## src/logic/prri_defs.svh

```systemverilog
`ifndef PRRI_DEFS_SVH
`define PRRI_DEFS_SVH
// Register word offsets (byte addresses)
`define PRRI_OFS_CTRL1      8'h00
`define PRRI_OFS_CTRL2      8'h04
`define PRRI_OFS_CTRL3      8'h08
`define PRRI_OFS_TXCTRL     8'h0C
`define PRRI_OFS_G1VAL      8'h10
`define PRRI_OFS_STATUS     8'h14
// Reset values
`define PRRI_RST_CTRL       8'h00
`define PRRI_RST_G1VAL      8'h00
// Field positions
`define PRRI_CODE_A_HI      7
`define PRRI_CODE_A_LO      5
`define PRRI_EN_A_BIT       4
`define PRRI_CODE_B_HI      3
`define PRRI_CODE_B_LO      1
`define PRRI_EN_B_BIT       0
`define PRRI_SRC_HI         4
`define PRRI_SRC_LO         3
`define PRRI_G1VAL_HI       3
`define PRRI_G1VAL_LO       1
// Timing
`define PRRI_CLK_NS         100
`define PRRI_OHCLK_NS       800
`define PRRI_OHCLK_DIV      (`PRRI_OHCLK_NS / `PRRI_CLK_NS)
`define PRRI_OHCLK_HALF     (`PRRI_OHCLK_DIV / 2)
`define PRRI_FRAME_SLOTS    72
`define PRRI_WAIT_PERIODS   25
`define PRRI_FIRST_SLOT     (`PRRI_WAIT_PERIODS + 1)
`define PRRI_RDI_BITS       3
`endif

```

## src/logic/prri_pkg.sv

```systemverilog
package prri_pkg;
   typedef enum logic [1:0] {
      PRRI_SRC_AUTO  = 2'h0,
      PRRI_SRC_SOFT  = 2'h1,
      PRRI_SRC_EXT   = 2'h2,
      PRRI_SRC_RSVD  = 2'h3
   } prri_src_e;

   typedef enum logic [3:0] {
      PRRI_ST_MARK   = 4'h1,
      PRRI_ST_WAIT   = 4'h2,
      PRRI_ST_BITS   = 4'h4,
      PRRI_ST_REST   = 4'h8
   } prri_port_state_e;

   typedef logic [2:0] prri_code_t;
endpackage

```

## src/logic/prri_top.sv

```systemverilog
// Implementation choices: the register offsets and the Wishbone register port.
`timescale 1ns/100ps
`include "prri_defs.svh"

// Summary of operation
// - TIM enable in control 2 bit 4 sends TIM code on TIM declaration.
// - UNEQ enable in control 2 sends UNEQ code on UNEQ declaration.
// - Control 3 bits 7 to 5 hold the LCD code sent on LCD.
// - Control 3 bit 4 enables LCD code; clear means LCD is ignored.
// - Source select field bits 4 and 3 value 01 picks software mode.
// - Software mode copies G1 value bits 3 to 1 into outbound G1 bits.
// - Source select value 10 picks the external serial port.
// - External mode sends the serially received bits, replacing internal ones.
// - Device latches each serial bit on the following rising edge.
// - First external bit is taken as outbound bit 2, where software mode puts G1 value bit 3.
module prri_top
(
   input  wire logic         clk_i,
   input  wire logic         rst_i,
   input  wire logic         wb_cyc_i,
   input  wire logic         wb_stb_i,
   input  wire logic         wb_we_i,
   input  wire logic [7:0]   wb_adr_i,
   input  wire logic [3:0]   wb_sel_i,
   input  wire logic [31:0]  wb_dat_i,
   output logic      [31:0]  wb_dat_o,
   output logic              wb_ack_o,
   input  wire logic         tim_declared_i,
   input  wire logic         uneq_declared_i,
   input  wire logic         lcd_declared_i,
   input  wire logic         plm_declared_i,
   input  wire logic         serial_overhead_data_in_i,
   input  wire logic         overhead_insert_strobe_in_i,
   output logic              overhead_serial_clock_out_o,
   output logic              overhead_slot_enable_out_o,
   output logic              overhead_frame_mark_out_o,
   output logic      [2:0]   rdi_bits_o,
   output logic              rdi_update_o
);

   localparam logic [2:0] DIV_LAST  = 3'(`PRRI_OHCLK_DIV - 1);
   localparam logic [2:0] DIV_HALF  = 3'(`PRRI_OHCLK_HALF);
   localparam logic [6:0] SLOT_LAST = 7'(`PRRI_FRAME_SLOTS - 1);
   localparam logic [6:0] SLOT_WAIT = 7'(`PRRI_WAIT_PERIODS);
   localparam logic [6:0] SLOT_END  = 7'(`PRRI_FIRST_SLOT + `PRRI_RDI_BITS - 1);

   logic [7:0]                   ctrl1_r;
   logic [7:0]                   ctrl2_r;
   logic [7:0]                   ctrl3_r;
   logic [7:0]                   txctrl_r;
   logic [7:0]                   g1val_r;
   logic                         ack_r;
   logic [31:0]                  rdata_r;
   logic [7:0]                   rdata_nxt;
   logic                         wr_en;
   logic                         req;

   logic [1:0]                   sdata_sync_r;
   logic [1:0]                   ins_sync_r;

   logic [2:0]                   div_r;
   logic                         ohclk_r;
   logic                         rise_tick;
   logic                         fall_tick;
   logic [6:0]                   slot_r;
   prri_pkg::prri_port_state_e   state_r;
   prri_pkg::prri_port_state_e   state_nxt;
   logic                         enable_r;
   logic                         frame_r;
   logic [2:0]                   ext_bits_r;
   logic [2:0]                   rdi_r;
   logic                         upd_r;
   prri_pkg::prri_code_t         rdi_nxt;
   prri_pkg::prri_src_e          src_sel;

   assign req   = wb_cyc_i && wb_stb_i;
   // Write lands on the edge where the master sees ack, while it still holds the data
   assign wr_en = req && wb_we_i && ack_r && wb_sel_i[0];

   // Bus answer one cycle after the request; dropped the cycle after
   always_ff @(posedge clk_i)
   begin
      if (rst_i)
      begin
         ack_r <= 1'b0;
      end
      else
      begin
         ack_r <= req && !ack_r;
      end
   end

   // Register writes; only byte lane 0 holds data
   always_ff @(posedge clk_i)
   begin
      if (rst_i)
      begin
         ctrl1_r  <= `PRRI_RST_CTRL;
         ctrl2_r  <= `PRRI_RST_CTRL;
         ctrl3_r  <= `PRRI_RST_CTRL;
         txctrl_r <= `PRRI_RST_CTRL;
         g1val_r  <= `PRRI_RST_G1VAL;
      end
      else if (wr_en)
      begin
         case ({wb_adr_i[7:2], 2'b00})
            `PRRI_OFS_CTRL1:  ctrl1_r  <= wb_dat_i[7:0];
            `PRRI_OFS_CTRL2:  ctrl2_r  <= wb_dat_i[7:0];
            `PRRI_OFS_CTRL3:  ctrl3_r  <= wb_dat_i[7:0];
            `PRRI_OFS_TXCTRL: txctrl_r <= wb_dat_i[7:0];
            `PRRI_OFS_G1VAL:  g1val_r  <= wb_dat_i[7:0];
            default:          ctrl1_r  <= ctrl1_r;
         endcase
      end
   end

   // Unmapped addresses read zero and ignore writes
   always_comb
   begin
      case ({wb_adr_i[7:2], 2'b00})
         `PRRI_OFS_CTRL1:  rdata_nxt = ctrl1_r;
         `PRRI_OFS_CTRL2:  rdata_nxt = ctrl2_r;
         `PRRI_OFS_CTRL3:  rdata_nxt = ctrl3_r;
         `PRRI_OFS_TXCTRL: rdata_nxt = txctrl_r;
         `PRRI_OFS_G1VAL:  rdata_nxt = g1val_r;
         `PRRI_OFS_STATUS: rdata_nxt = {rdi_r, ins_sync_r[1], tim_declared_i,
                                        uneq_declared_i, lcd_declared_i, plm_declared_i};
         default:          rdata_nxt = 8'h00;
      endcase
   end

   always_ff @(posedge clk_i)
   begin
      if (rst_i)
      begin
         rdata_r <= 32'h00000000;
      end
      else if (req && !ack_r)
      begin
         rdata_r <= {24'h000000, rdata_nxt};
      end
   end

   assign wb_dat_o = rdata_r;
   assign wb_ack_o = ack_r;

   // Serial data and insert strobe inputs pass two flops before use; defect inputs are used directly
   always_ff @(posedge clk_i)
   begin
      if (rst_i)
      begin
         sdata_sync_r <= 2'h0;
         ins_sync_r   <= 2'h0;
      end
      else
      begin
         sdata_sync_r <= {sdata_sync_r[0], serial_overhead_data_in_i};
         ins_sync_r   <= {ins_sync_r[0], overhead_insert_strobe_in_i};
      end
   end

   // Overhead clock made by dividing the system clock
   always_ff @(posedge clk_i)
   begin
      if (rst_i)
      begin
         div_r   <= 3'h0;
         ohclk_r <= 1'b0;
      end
      else
      begin
         div_r <= (div_r == DIV_LAST) ? 3'h0 : div_r + 3'h1;
         if (div_r == DIV_LAST)
         begin
            ohclk_r <= 1'b1;
         end
         else if (div_r == DIV_HALF - 3'h1)
         begin
            ohclk_r <= 1'b0;
         end
      end
   end

   assign rise_tick = (div_r == DIV_LAST);
   assign fall_tick = (div_r == DIV_HALF - 3'h1);
   assign overhead_serial_clock_out_o = ohclk_r;

   // Slot count steps on falling edges so outputs settle before the rise
   always_ff @(posedge clk_i)
   begin
      if (rst_i)
      begin
         slot_r <= 7'h00;
      end
      else if (fall_tick)
      begin
         slot_r <= (slot_r == SLOT_LAST) ? 7'h00 : slot_r + 7'h01;
      end
   end

   always_comb
   begin
      state_nxt = state_r;
      case (state_r)
         prri_pkg::PRRI_ST_MARK:
         begin
            state_nxt = prri_pkg::PRRI_ST_WAIT;
         end
         prri_pkg::PRRI_ST_WAIT:
         begin
            if (slot_r == SLOT_WAIT)
            begin
               state_nxt = prri_pkg::PRRI_ST_BITS;
            end
         end
         prri_pkg::PRRI_ST_BITS:
         begin
            if (slot_r == SLOT_END)
            begin
               state_nxt = prri_pkg::PRRI_ST_REST;
            end
         end
         prri_pkg::PRRI_ST_REST:
         begin
            if (slot_r == SLOT_LAST)
            begin
               state_nxt = prri_pkg::PRRI_ST_MARK;
            end
         end
         default:
         begin
            state_nxt = prri_pkg::PRRI_ST_MARK;
         end
      endcase
   end

   always_ff @(posedge clk_i)
   begin
      if (rst_i)
      begin
         state_r <= prri_pkg::PRRI_ST_MARK;
      end
      else if (fall_tick)
      begin
         state_r <= state_nxt;
      end
   end

   // Enable stays high in every slot from the first falling tick on; frame marks only slot 0 of each frame
   always_ff @(posedge clk_i)
   begin
      if (rst_i)
      begin
         enable_r <= 1'b0;
         frame_r  <= 1'b0;
      end
      else if (fall_tick)
      begin
         enable_r <= 1'b1;
         frame_r  <= (slot_r == SLOT_LAST);
      end
   end

   assign overhead_slot_enable_out_o = enable_r;
   assign overhead_frame_mark_out_o  = frame_r;

   // Capture on the rise after the bit was presented; first bit ends in outbound bit 2
   always_ff @(posedge clk_i)
   begin
      if (rst_i)
      begin
         ext_bits_r <= 3'h0;
      end
      else if (rise_tick && state_r == prri_pkg::PRRI_ST_BITS)
      begin
         ext_bits_r <= {ext_bits_r[1:0], sdata_sync_r[1]};
      end
   end

   assign src_sel = prri_pkg::prri_src_e'(txctrl_r[`PRRI_SRC_HI:`PRRI_SRC_LO]);

   // Fixed priority among defects keeps the code stable when several overlap
   always_comb
   begin
      rdi_nxt = 3'h0;
      case (src_sel)
         prri_pkg::PRRI_SRC_SOFT:
         begin
            rdi_nxt = g1val_r[`PRRI_G1VAL_HI:`PRRI_G1VAL_LO];
         end
         prri_pkg::PRRI_SRC_EXT:
         begin
            rdi_nxt = ext_bits_r;
         end
         default:
         begin
            if (ctrl2_r[`PRRI_EN_A_BIT] && tim_declared_i)
            begin
               rdi_nxt = ctrl2_r[`PRRI_CODE_A_HI:`PRRI_CODE_A_LO];
            end
            else if (ctrl2_r[`PRRI_EN_B_BIT] && uneq_declared_i)
            begin
               rdi_nxt = ctrl2_r[`PRRI_CODE_B_HI:`PRRI_CODE_B_LO];
            end
            else if (ctrl3_r[`PRRI_EN_A_BIT] && lcd_declared_i)
            begin
               rdi_nxt = ctrl3_r[`PRRI_CODE_A_HI:`PRRI_CODE_A_LO];
            end
            else if (ctrl3_r[`PRRI_EN_B_BIT] && plm_declared_i)
            begin
               rdi_nxt = ctrl3_r[`PRRI_CODE_B_HI:`PRRI_CODE_B_LO];
            end
         end
      endcase
   end

   // Outbound bits change only at the frame boundary, once per SPE
   always_ff @(posedge clk_i)
   begin
      if (rst_i)
      begin
         rdi_r <= 3'h0;
         upd_r <= 1'b0;
      end
      else
      begin
         upd_r <= fall_tick && (slot_r == SLOT_LAST);
         if (fall_tick && slot_r == SLOT_LAST)
         begin
            rdi_r <= rdi_nxt;
         end
      end
   end

   assign rdi_bits_o   = rdi_r;
   assign rdi_update_o = upd_r;

endmodule

```

## config.mk

```make
export PLATFORM = sky130hd
export DESIGN_NAME = prri_top
export DESIGN_NICKNAME = d
export VERILOG_FILES = /design/src/logic/prri_pkg.sv /design/src/logic/prri_top.sv
export VERILOG_INCLUDE_DIRS = /design/src /design/src/logic
export SDC_FILE = /design/constraint.sdc
export NUM_CORES = 1
export LEC_CHECK = 0
export BUFFER_PORTS_ARGS = -buffer_cell sky130_fd_sc_hd__buf_2
export CORE_MARGIN = 2
export CORE_UTILIZATION = 52
export CTS_BUF_LIST = sky130_fd_sc_hd__clkbuf_8 sky130_fd_sc_hd__clkbuf_16
export DETAILED_ROUTE_END_ITERATION = 10
export PLACE_DENSITY = 0.84
export SYNTH_ARGS = -nofsm -noshare
export SYNTH_HDL_FRONTEND = slang
export SYNTH_SLANG_ARGS = --single-unit
```

## constraint.sdc

```tcl
create_clock -name clk_i -period 1.9 [get_ports clk_i]
set_input_delay 0.38 -clock clk_i [delete_from_list [all_inputs] [get_ports clk_i]]
set_output_delay 0.38 -clock clk_i [all_outputs]
set_load 0.01 [all_outputs]
```

* Word level (Yosys, flattened, before mapping)
Cells that the tools add are included.
** Cells by class
- Add/subtract/negate cells :: 2
- Equal/unequal tests :: 19
- Mux-type cells :: 13
- Reductions and logical operators :: 21
** Operators by type and width (number)
- $pmux 8 s6 :: 1
- $pmux 4 s4 :: 1
- $eq 7x5->1 const B :: 2
- $eq 6x2->1 const B :: 2
- $eq 6x3->1 const B :: 2
- $mux 3 :: 4
- $mux 4 :: 3
- $logic_and 1x1->1 :: 11
- $reduce_and 2->1 :: 5
- $add 7x1->7 const B :: 1
- $eq 7x7->1 const B :: 1
- $mux 7 :: 1
- $eq 6x1->1 const B :: 1
- $logic_not 6->1 :: 1
- $ne 2x2->1 const B :: 3
- $pmux 3 s2 :: 1
- $eq 4x1->1 const B :: 1
- $eq 4x2->1 const B :: 1
- $eq 4x3->1 const B :: 1
- $eq 4x4->1 const B :: 1
- $reduce_and 4->1 :: 1
- $add 3x1->3 const B :: 1
- $eq 3x2->1 const B :: 1
- $eq 3x3->1 const B :: 1
- other kinds (6) :: 7
** Word-level totals
- Register bits after elaboration :: 77
- Input port bits :: 55
- Output and inout port bits :: 40

* Depth between registers and ports, before layout
Gate-level depths: netlist of run 1.
- Depth after elaboration :: 6
- Gate-level depth with buffers :: 7
- Gate-level depth less buffers :: 6

* Worst setup path after synthesis of run 1
OpenSTA, ideal clock, no wires.
- Path kind :: reg-to-reg
- Start :: register div_r[0]
- End :: register rdi_r[0] (netlist: rdi_bits_o[0])
- Setup time :: 117 ps
- Arrival :: 1535 ps
- Slack :: 248 ps
- Stages on the path, launching flop included :: 7
- Clock period less this slack :: 1652 ps
- Path through :: dfxtp_1 -> ha_1 -> ha_1 -> clkbuf_1 -> nand4_1 -> and2_1 -> a32o_1
** Between the ends
- Longest elaborated chain between the ends :: 2
** RTL lines
- start: declaration :: RTL line prri_top.sv:61 : logic [2:0] div_r;
- start signal: assignment :: RTL line prri_top.sv:172 : div_r <= (div_r == DIV_LAST) ? 3'h0 : div_r + 3'h1;
- $eq 3x2->1 :: RTL line prri_top.sv:185 : assign fall_tick = (div_r == DIV_HALF - 3'h1);
- $logic_and 1x1->1 :: RTL line prri_top.sv:328 : if (fall_tick && slot_r == SLOT_LAST)
- end signal: assignment :: RTL line prri_top.sv:330 : rdi_r <= rdi_nxt;
- end: declaration :: RTL line prri_top.sv:71 : logic [2:0] rdi_r;
Every way passes these cells.
A chain may end at the register's enable or synchronous reset.

* Final worst setup path of run 1
- Start :: register div_r[0]
- End :: register state_r[3]
** Between the ends
- Longest elaborated chain between the ends :: 2
** RTL lines
- $eq 3x2->1 :: RTL line prri_top.sv:185
- $reduce_and 4->1 (no source line)
- end signal: assignment :: RTL line prri_top.sv:241 : state_r <= prri_pkg::PRRI_ST_MARK;
- end signal: assignment :: RTL line prri_top.sv:245 : state_r <= state_nxt;
- end: declaration :: RTL line prri_top.sv:66 : prri_pkg::prri_port_state_e state_r;
Every way passes these cells.

==> results of run 1 <==
-- placed cells by master (no fill, tap or decap), drive strengths merged, types with 2 or more instances in the layout --
cell / synthesis / layout
a21oi: 34 / 34
bufinv: 0 / 3
xor2: 5 / 5
inv: 9 / 11
nor2: 30 / 30
o21ai: 36 / 36
and4: 3 / 3
nand4: 13 / 13
a41oi: 3 / 3
xnor2: 2 / 2
and3: 5 / 5
mux2i: 15 / 15
nor2b: 6 / 6
o2bb2ai: 2 / 2
clkbuf: 16 / 10
or4b: 2 / 2
a32o: 7 / 7
nor4b: 3 / 3
conb: 1 / 24
nand3: 57 / 57
buf: 36 / 57
o311ai: 6 / 6
a22o: 8 / 8
nand2: 13 / 13
and2: 5 / 5
mux2: 14 / 14
dfxtp: 77 / 77
ha: 9 / 9
nor3: 4 / 4
nand2b: 3 / 3
a221o: 5 / 5
-- through the flow --
stage	cells	setup WS, ps	utilization, %	cell area, sq um	hold WS (ps)
after floorplan	461	248	-	3950	414
after global placement	565	143	56.6	4080	422
after detailed placement	565	96.0	56.6	4080	429
after CTS	581	101	60.0	4330	255
after global routing	581	29.4	60.1	4330	265
final	581	151	60.1	4330	258
-- state kept, by name, summed over array words and instances (netlist names), 2 cells and up --
signal and flops:
wb_dat_o 8, slot_r 7, div_r 3, ctrl1_r 8, ctrl2_r 8, rdi_bits_o 3, g1val_r 8, ext_bits_r 3
sdata_sync_r 2, state_r 4, ins_sync_r 2, ctrl3_r 8, txctrl_r 8
-- logic make-up (layout without fill, tap and decap cells) --
logic type / after synthesis / count (layout) / share of synthesized area [%]
flip-flops: 77 / 77 / 39.9
AO/OA/AOI/OAI: 106 / 106 / 17.5
AND/OR/NAND/NOR: 148 / 148 / 21.0
adder cells (fa/ha/maj): 9 / 9 / 2.91
buffers and inverters: 61 / 82 / 9.03
multiplexers: 29 / 29 / 7.97
XOR/XNOR: 7 / 7 / 1.59
other: 1 / 24 / 0.0971
-- final cells by class --
cell class                      count  area share, %
Timing Repair Buffer               57           7.51
Multi-Input combinational cell    323           47.6
Sequential cell                    77           35.6
Inverter                            9          0.779
Clock buffer                       10           3.18
Tap cell                           99           2.86
Clock inverter                      6           2.54
-- metal layers --
metal | global-route usage [%] | vias up | share of wire [%] | wire length (microns)
li1 | - | 1633 | - | -
met1 | 31.0 | 1608 | 44 | 4120
met2 | 35.9 | 169 | 46 | 4250
met3 | 4.86 | 22 | 7.8 | 728
met4 | 7.95 | 0 | 2.2 | 204
met5 | 0 | - | 0 | 0
-- report_power, final --
group | switching, W | leakage, nW | internal, W
Combinational | 0.000155 | 1.03 | 0.0000707
Clock | 0.000605 | 0.124 | 0.000908
Sequential | 0.0000126 | 0.622 | 0.00163
Total | 0.000772 | 1.78 | 0.00261
-- worst paths after layout --
path                              from                    endpoint  slack (ps)  cells past startpoint
max                div_r[0]$_SDFF_PP0_     state_r[3]$_SDFFE_PP0P_         150                      6
min          serial_overhead_data_in_i  sdata_sync_r[0]$_SDFF_PP0_         260                      2
max reg2reg        div_r[0]$_SDFF_PP0_     state_r[3]$_SDFFE_PP0P_         150                      6
min reg2reg   ins_sync_r[0]$_SDFF_PP0_    ins_sync_r[1]$_SDFF_PP0_         450                      1
==> results.md, run 1 <==
* Status: finished, final reports clean
* Peak supply drop at just over 0.3 mV
* CTS tree: done
* Hold buffers post-CTS at 0
* Initial antenna violation count at 0
* Clock Latency Late Sink at 350 ps
* Async SR Flop Fraction at 0%
* Top-area cell type share of the netlist area at between 30 and 40%
* WS Path Type: flip-flop to flip-flop
* H-tree Lvls at 3
* Synth area leader: dfxtp_1
* CTS Root Cell: clkbuf_8
* Most common cell in the netlist: dfxtp_1
* Peak Freq at 572 MHz
* Pwr per Cell Area at slightly below 800 nW/um^2
* CP peak stage delay at about 380 ps
* Req. time, crit path at between 2000 and 2500 ps
* Final period utilization at 92.1%
* Multi-input gate area at ~2100 sq um
* Setup violators final at 0
* Main flop type after synthesis: dfxtp_1
* CP max stage cell: o311ai_0
* Share of layout cells above drive strength 1 at 19.7%
* Area grow syn2layout at 12.2%
* Avg Vias per Cell at 5.91
* Filler cells at between 600 and 700
* CP arrival at a little under 2000 ps
* Pre-antenna DRT Iters at 5
* Post-synthesis sequential area ratio at roughly two fifths
* CTS buffer count at 9
* Top cells by count, synth: dfxtp_1, nand3_1, o21ai_0, a21oi_1, nor2_1
* Slew margin rel. at between 60% and 70%
* Largest net degree at the start of global routing at 41
* First-pass GRT wire length at approximately 15000 microns
* Routed len/inst at between 15 and 20 microns
* Final antenna-violating net count at 0
* Count of cell types in the netlist at 48
* Nets at roughly 540
* Mapped Area at 3860 sq um
* Synthesized instance count at around 440
* Core area at 7210 sq um
* Effective utilization at floorplan at between 50 and 60%
* YS warnings at 0
* Post CTS Setup Buffer Count at 0
* Worst hold path class: input port to flip-flop
* FF/Latch Area at 1540 sq um
* Final Hold Vio Count at 0
* Clock transition at the registers of the reported paths at 80 ps
* Worst Path Max Fanout at 6
* Setup TNS at 0 ps
* Post-synth EDFFs at 0
* GRT Total Usage at between 20 and 25%
* # diodes at 0
* Vias in the first global route at roughly 3100
* First DRT Iteration DRCs at roughly 340
* DRC errors left at 0
* Rows at 31
* Min Tclk post-route at 1750 ps
* Buffer and inverter count on the worst path at 0
* Grt total ovfl at 0
* Clock Skew at between 10 and 15 ps
* Ports at 95
* Hpwl dp at roughly 6600 microns
* Routed WL at about 9300 microns
* Die area at a little over 8000 sq um
* Max Cap Viol at 0
* Syn_area_per_cell at 8.82 sq um
* RSZ-0062 raised after global routing: no
* Post-CTS Resized at 0
* Setup crit end kind: flip-flop
* CP Cell Sequence: ha_1 -> ha_2 -> and2_1 -> a32oi_1 -> o311ai_0 -> o31ai_1
* Clock buffer depth at 2
* CP top delay family: compound AO/OA/AOI/OAI gates
* Leak Pwr at between 1.5 and 2 nW
* Vias at roughly 3400
* Worst setup SP type: flip-flop
* #FFs+latches synth at 77
* Die span in y at 90.2 microns
* Power, Total at approximately 0.0034 W
* Synth top area cells: dfxtp_1, nand3_1, buf_4
* Die Span X at about 90 microns
* Routability cong. at roughly 0.9
* Final Max Tran Viols at 0
* Clk sinks at 77
* # port buffers at a little over 40
* Actual slew at the worst max-slew pin at a little over 500 ps
(Power assumes the default switching activity.)
==> run 2: changes to the inputs <==
--- a/config.mk
+++ b/config.mk
@@ -12,6 +12,7 @@
 export CTS_BUF_LIST = sky130_fd_sc_hd__clkbuf_8 sky130_fd_sc_hd__clkbuf_16
 export DETAILED_ROUTE_END_ITERATION = 10
 export PLACE_DENSITY = 0.84
+export REMOVE_ABC_BUFFERS = 1
 export SYNTH_ARGS = -nofsm -noshare
 export SYNTH_HDL_FRONTEND = slang
 export SYNTH_SLANG_ARGS = --single-unit
==> run 2 against run 1 <==
Via count grew 2.6%; worst setup slack lost 34 ps; global-route usage grew 0.96 points; power shrank 11%; cell count grew 0.52%; sequential power is essentially flat; count of clock-buffer cells in the layout shrank 1; clock power shrank 24%.
==> results.md, run 2 (synthesis results as in run 1) <==
* Status: finished, final reports clean
* Routability cong. at 0.984 (+9.4%)
* Worst Path Max Fanout at 7 (+1)
* Hold buffers post-CTS at 0 (unchanged)
* Post CTS Setup Buffer Count at 0 (unchanged)
* Clock share of power at 38.1% (-6.7 points)
* Setup TNS at 0 ps (unchanged)
* Worst setup SP type: flip-flop
* Leak Pwr at 1.75 nW (-1.3%)
* Grt total ovfl at 0 (unchanged)
* # diodes at 0 (unchanged)
* Final period utilization at 93.9% (+1.8 points)
* FF/Latch Area at 1540 sq um (unchanged)
* Cell internal pwr at 0.00219 W (-16%)
* Die Span X at 90.2 microns (unchanged)
* Setup violators final at 0 (unchanged)
* Peak supply drop at 0.457 mV (+49%)
* CTS Root Cell: clkbuf_8
* Area after DPL at 4110 sq um (+0.55%)
* P_sw at 0.000830 W (+7.5%)
* CTS tree: done
* Final Max Tran Viols at 0 (unchanged)
* Post-route cell area at 4290 sq um (-0.98%)
* Clock transition at the registers of the reported paths at 90 ps (about the same)
* Worst hold start: overhead_insert_strobe_in_i
* Reg2reg start: div_r[0]$_SDFF_PP0_
* CP arrival at 2010 ps (+40 ps)
* Core area at 7210 sq um (unchanged)
* Max Cap Viol at 0 (unchanged)
* Clk sinks at 77 (unchanged)
* Final antenna-violating net count at 0 (unchanged)
* Reg2reg path depth at 6 (unchanged)
* Die area at 8140 sq um (unchanged)
* Hpwl dp at 7010 microns (+5.7%)
* First-pass GRT wire length at 15500 microns (+3.0%)
* Worst Setup EP: state_r[3]$_SDFFE_PP0P_
* Routed WL at 9630 microns (+3.4%)
* Largest net degree at the start of global routing at 24 (-41%)
* Clock Skew at 9.71 ps (-1.96 ps)
* R2R setup slack at 120 ps (-30 ps)
* Logic pwr share at 7.7% (+1.0 points)
* Req. time, crit path at 2130 ps (about the same)
* Sw Share at 27.5% (+4.6 points)
* Commonest non-fill, non-tap cell in the layout: dfxtp_1
* Clock buffer depth at 2 (unchanged)
* Vias at 3521 (+2.6%)
* Pwr per Cell Area at 705 nW/um^2 (-9.6%)
* Peak Freq at 561 MHz (-1.9%)
* Final Hold Vio Count at 0 (unchanged)
* First DRT Iteration DRCs at 334 (-1.2%)
* Multi-input gate area at 2060 sq um (unchanged)
* Vias in the first global route at 3137 (+1.2%)
* Die span in y at 90.2 microns (unchanged)
* Filler cells at 627 (+1.3%)
* RR Endpoint: state_r[3]$_SDFFE_PP0P_
* GRT Total Usage at 23.7% (+0.96 points)
* Worst hold path class: input port to flip-flop
* DRC errors left at 0 (unchanged)
* Clock Latency Late Sink at 350 ps (about the same)
* Rows at 31 (unchanged)
* CTS buffer count at 9 (unchanged)
* Nets at 544 (+0.55%)
* Register share of total power at 54.2% (+5.7 points)
* H-tree Lvls at 3 (unchanged)
* Share of layout cells above drive strength 1 at 20.4% (+0.70 points)
* Area grow syn2layout at 11.1%
* Pre-antenna DRT Iters at 5 (unchanged)
* Ports at 95 (unchanged)
* Commonest cells after routing, fill and taps aside: dfxtp_1, nand3_1, buf_2
* Avg Vias per Cell at 6.03 (+2.1%)
* Effective utilization at floorplan at 53.6% (unchanged)
* Critical Path Start: div_r[0]$_SDFF_PP0_
* # port buffers at 41 (unchanged)
* WS Path Type: flip-flop to flip-flop
* Routed len/inst at 16.5 microns (+2.9%)
* Min Tclk post-route at 1780 ps (+33.9 ps)
* Initial antenna violation count at 0 (unchanged)
* Setup crit end kind: flip-flop
* RSZ-0062 raised after global routing: no
* Post-CTS Resized at 0 (unchanged)
==> run 2: cell count changes in the layout (fill, tap and decap cells not counted), sizes merged <==
| cell | change |
|---|---|
| clkinv | +2 |
| bufinv | -3 |
| clkbuf | -1 |
| buf | +3 |
| clkinvlp | +1 |
| inv | +1 |
==> run 2: worst max-delay path, stage by stage, from the launching register on <==
cell and delay [ps]:
dfxtp_1 370, ha_1 190, ha_2 250, and2_1 160, a32oi_1 160, o311ai_0 400, o31ai_1 120
==> run 2: final cells by class <==
cell class	instances	area share [%]
clock buffers	9	2.89
repair buffers	60	8.10
inverters	9	0.787
multi-input cells	323	48.0
clock inverters	7	1.37
flip-flops and latches	77	35.9
well taps	99	2.89
==> run 2: power groups by stage <==
stage / Combinational [W] / Clock, W / Sequential, W
after floorplan: 0.0000935 / 0 / 0.00168
after global placement: 0.000220 / 0 / 0.00168
after detailed placement: 0.000225 / 0 / 0.00168
after CTS: 0.000226 / 0.00117 / 0.00164
after global routing: 0.000252 / 0.00124 / 0.00164
final: 0.000232 / 0.00115 / 0.00164
==> run 2: worst min-delay path by stage <==
stage,endpoint,cells after the start
floorplan,ins_sync_r[1]$_SDFF_PP0_,1
global placement,ins_sync_r[1]$_SDFF_PP0_,1
detailed placement,sdata_sync_r[1]$_SDFF_PP0_,1
CTS,ins_sync_r[0]$_SDFF_PP0_,2
global route,ins_sync_r[0]$_SDFF_PP0_,2
finish,ins_sync_r[0]$_SDFF_PP0_,2
==> run 2: per-layer routing <==
metal	routed length (microns)	share of wire, %	track usage (%)
met1	4120	43	32.8
met2	4390	46	36.6
met3	838	8.7	3.69
met4	286	3.0	10.8
met5	0	0	0
==> run 2: through the flow <==
step / instances / power, W / utilization, % / setup slack [ps] / hold WS [ps]
6_report: 584 / 0.00302 / 59.5 / 117 / 228
5_1_grt: 584 / 0.00314 / 59.5 / 15.9 / 227
4_1_cts: 584 / 0.00303 / 59.5 / 57.4 / 222
3_5_place_dp: 568 / 0.00190 / 56.9 / 80.5 / 433
3_3_place_gp: 568 / 0.00190 / 56.9 / 180 / 420
2_1_floorplan: 409 / 0.00177 / - / 104 / 414
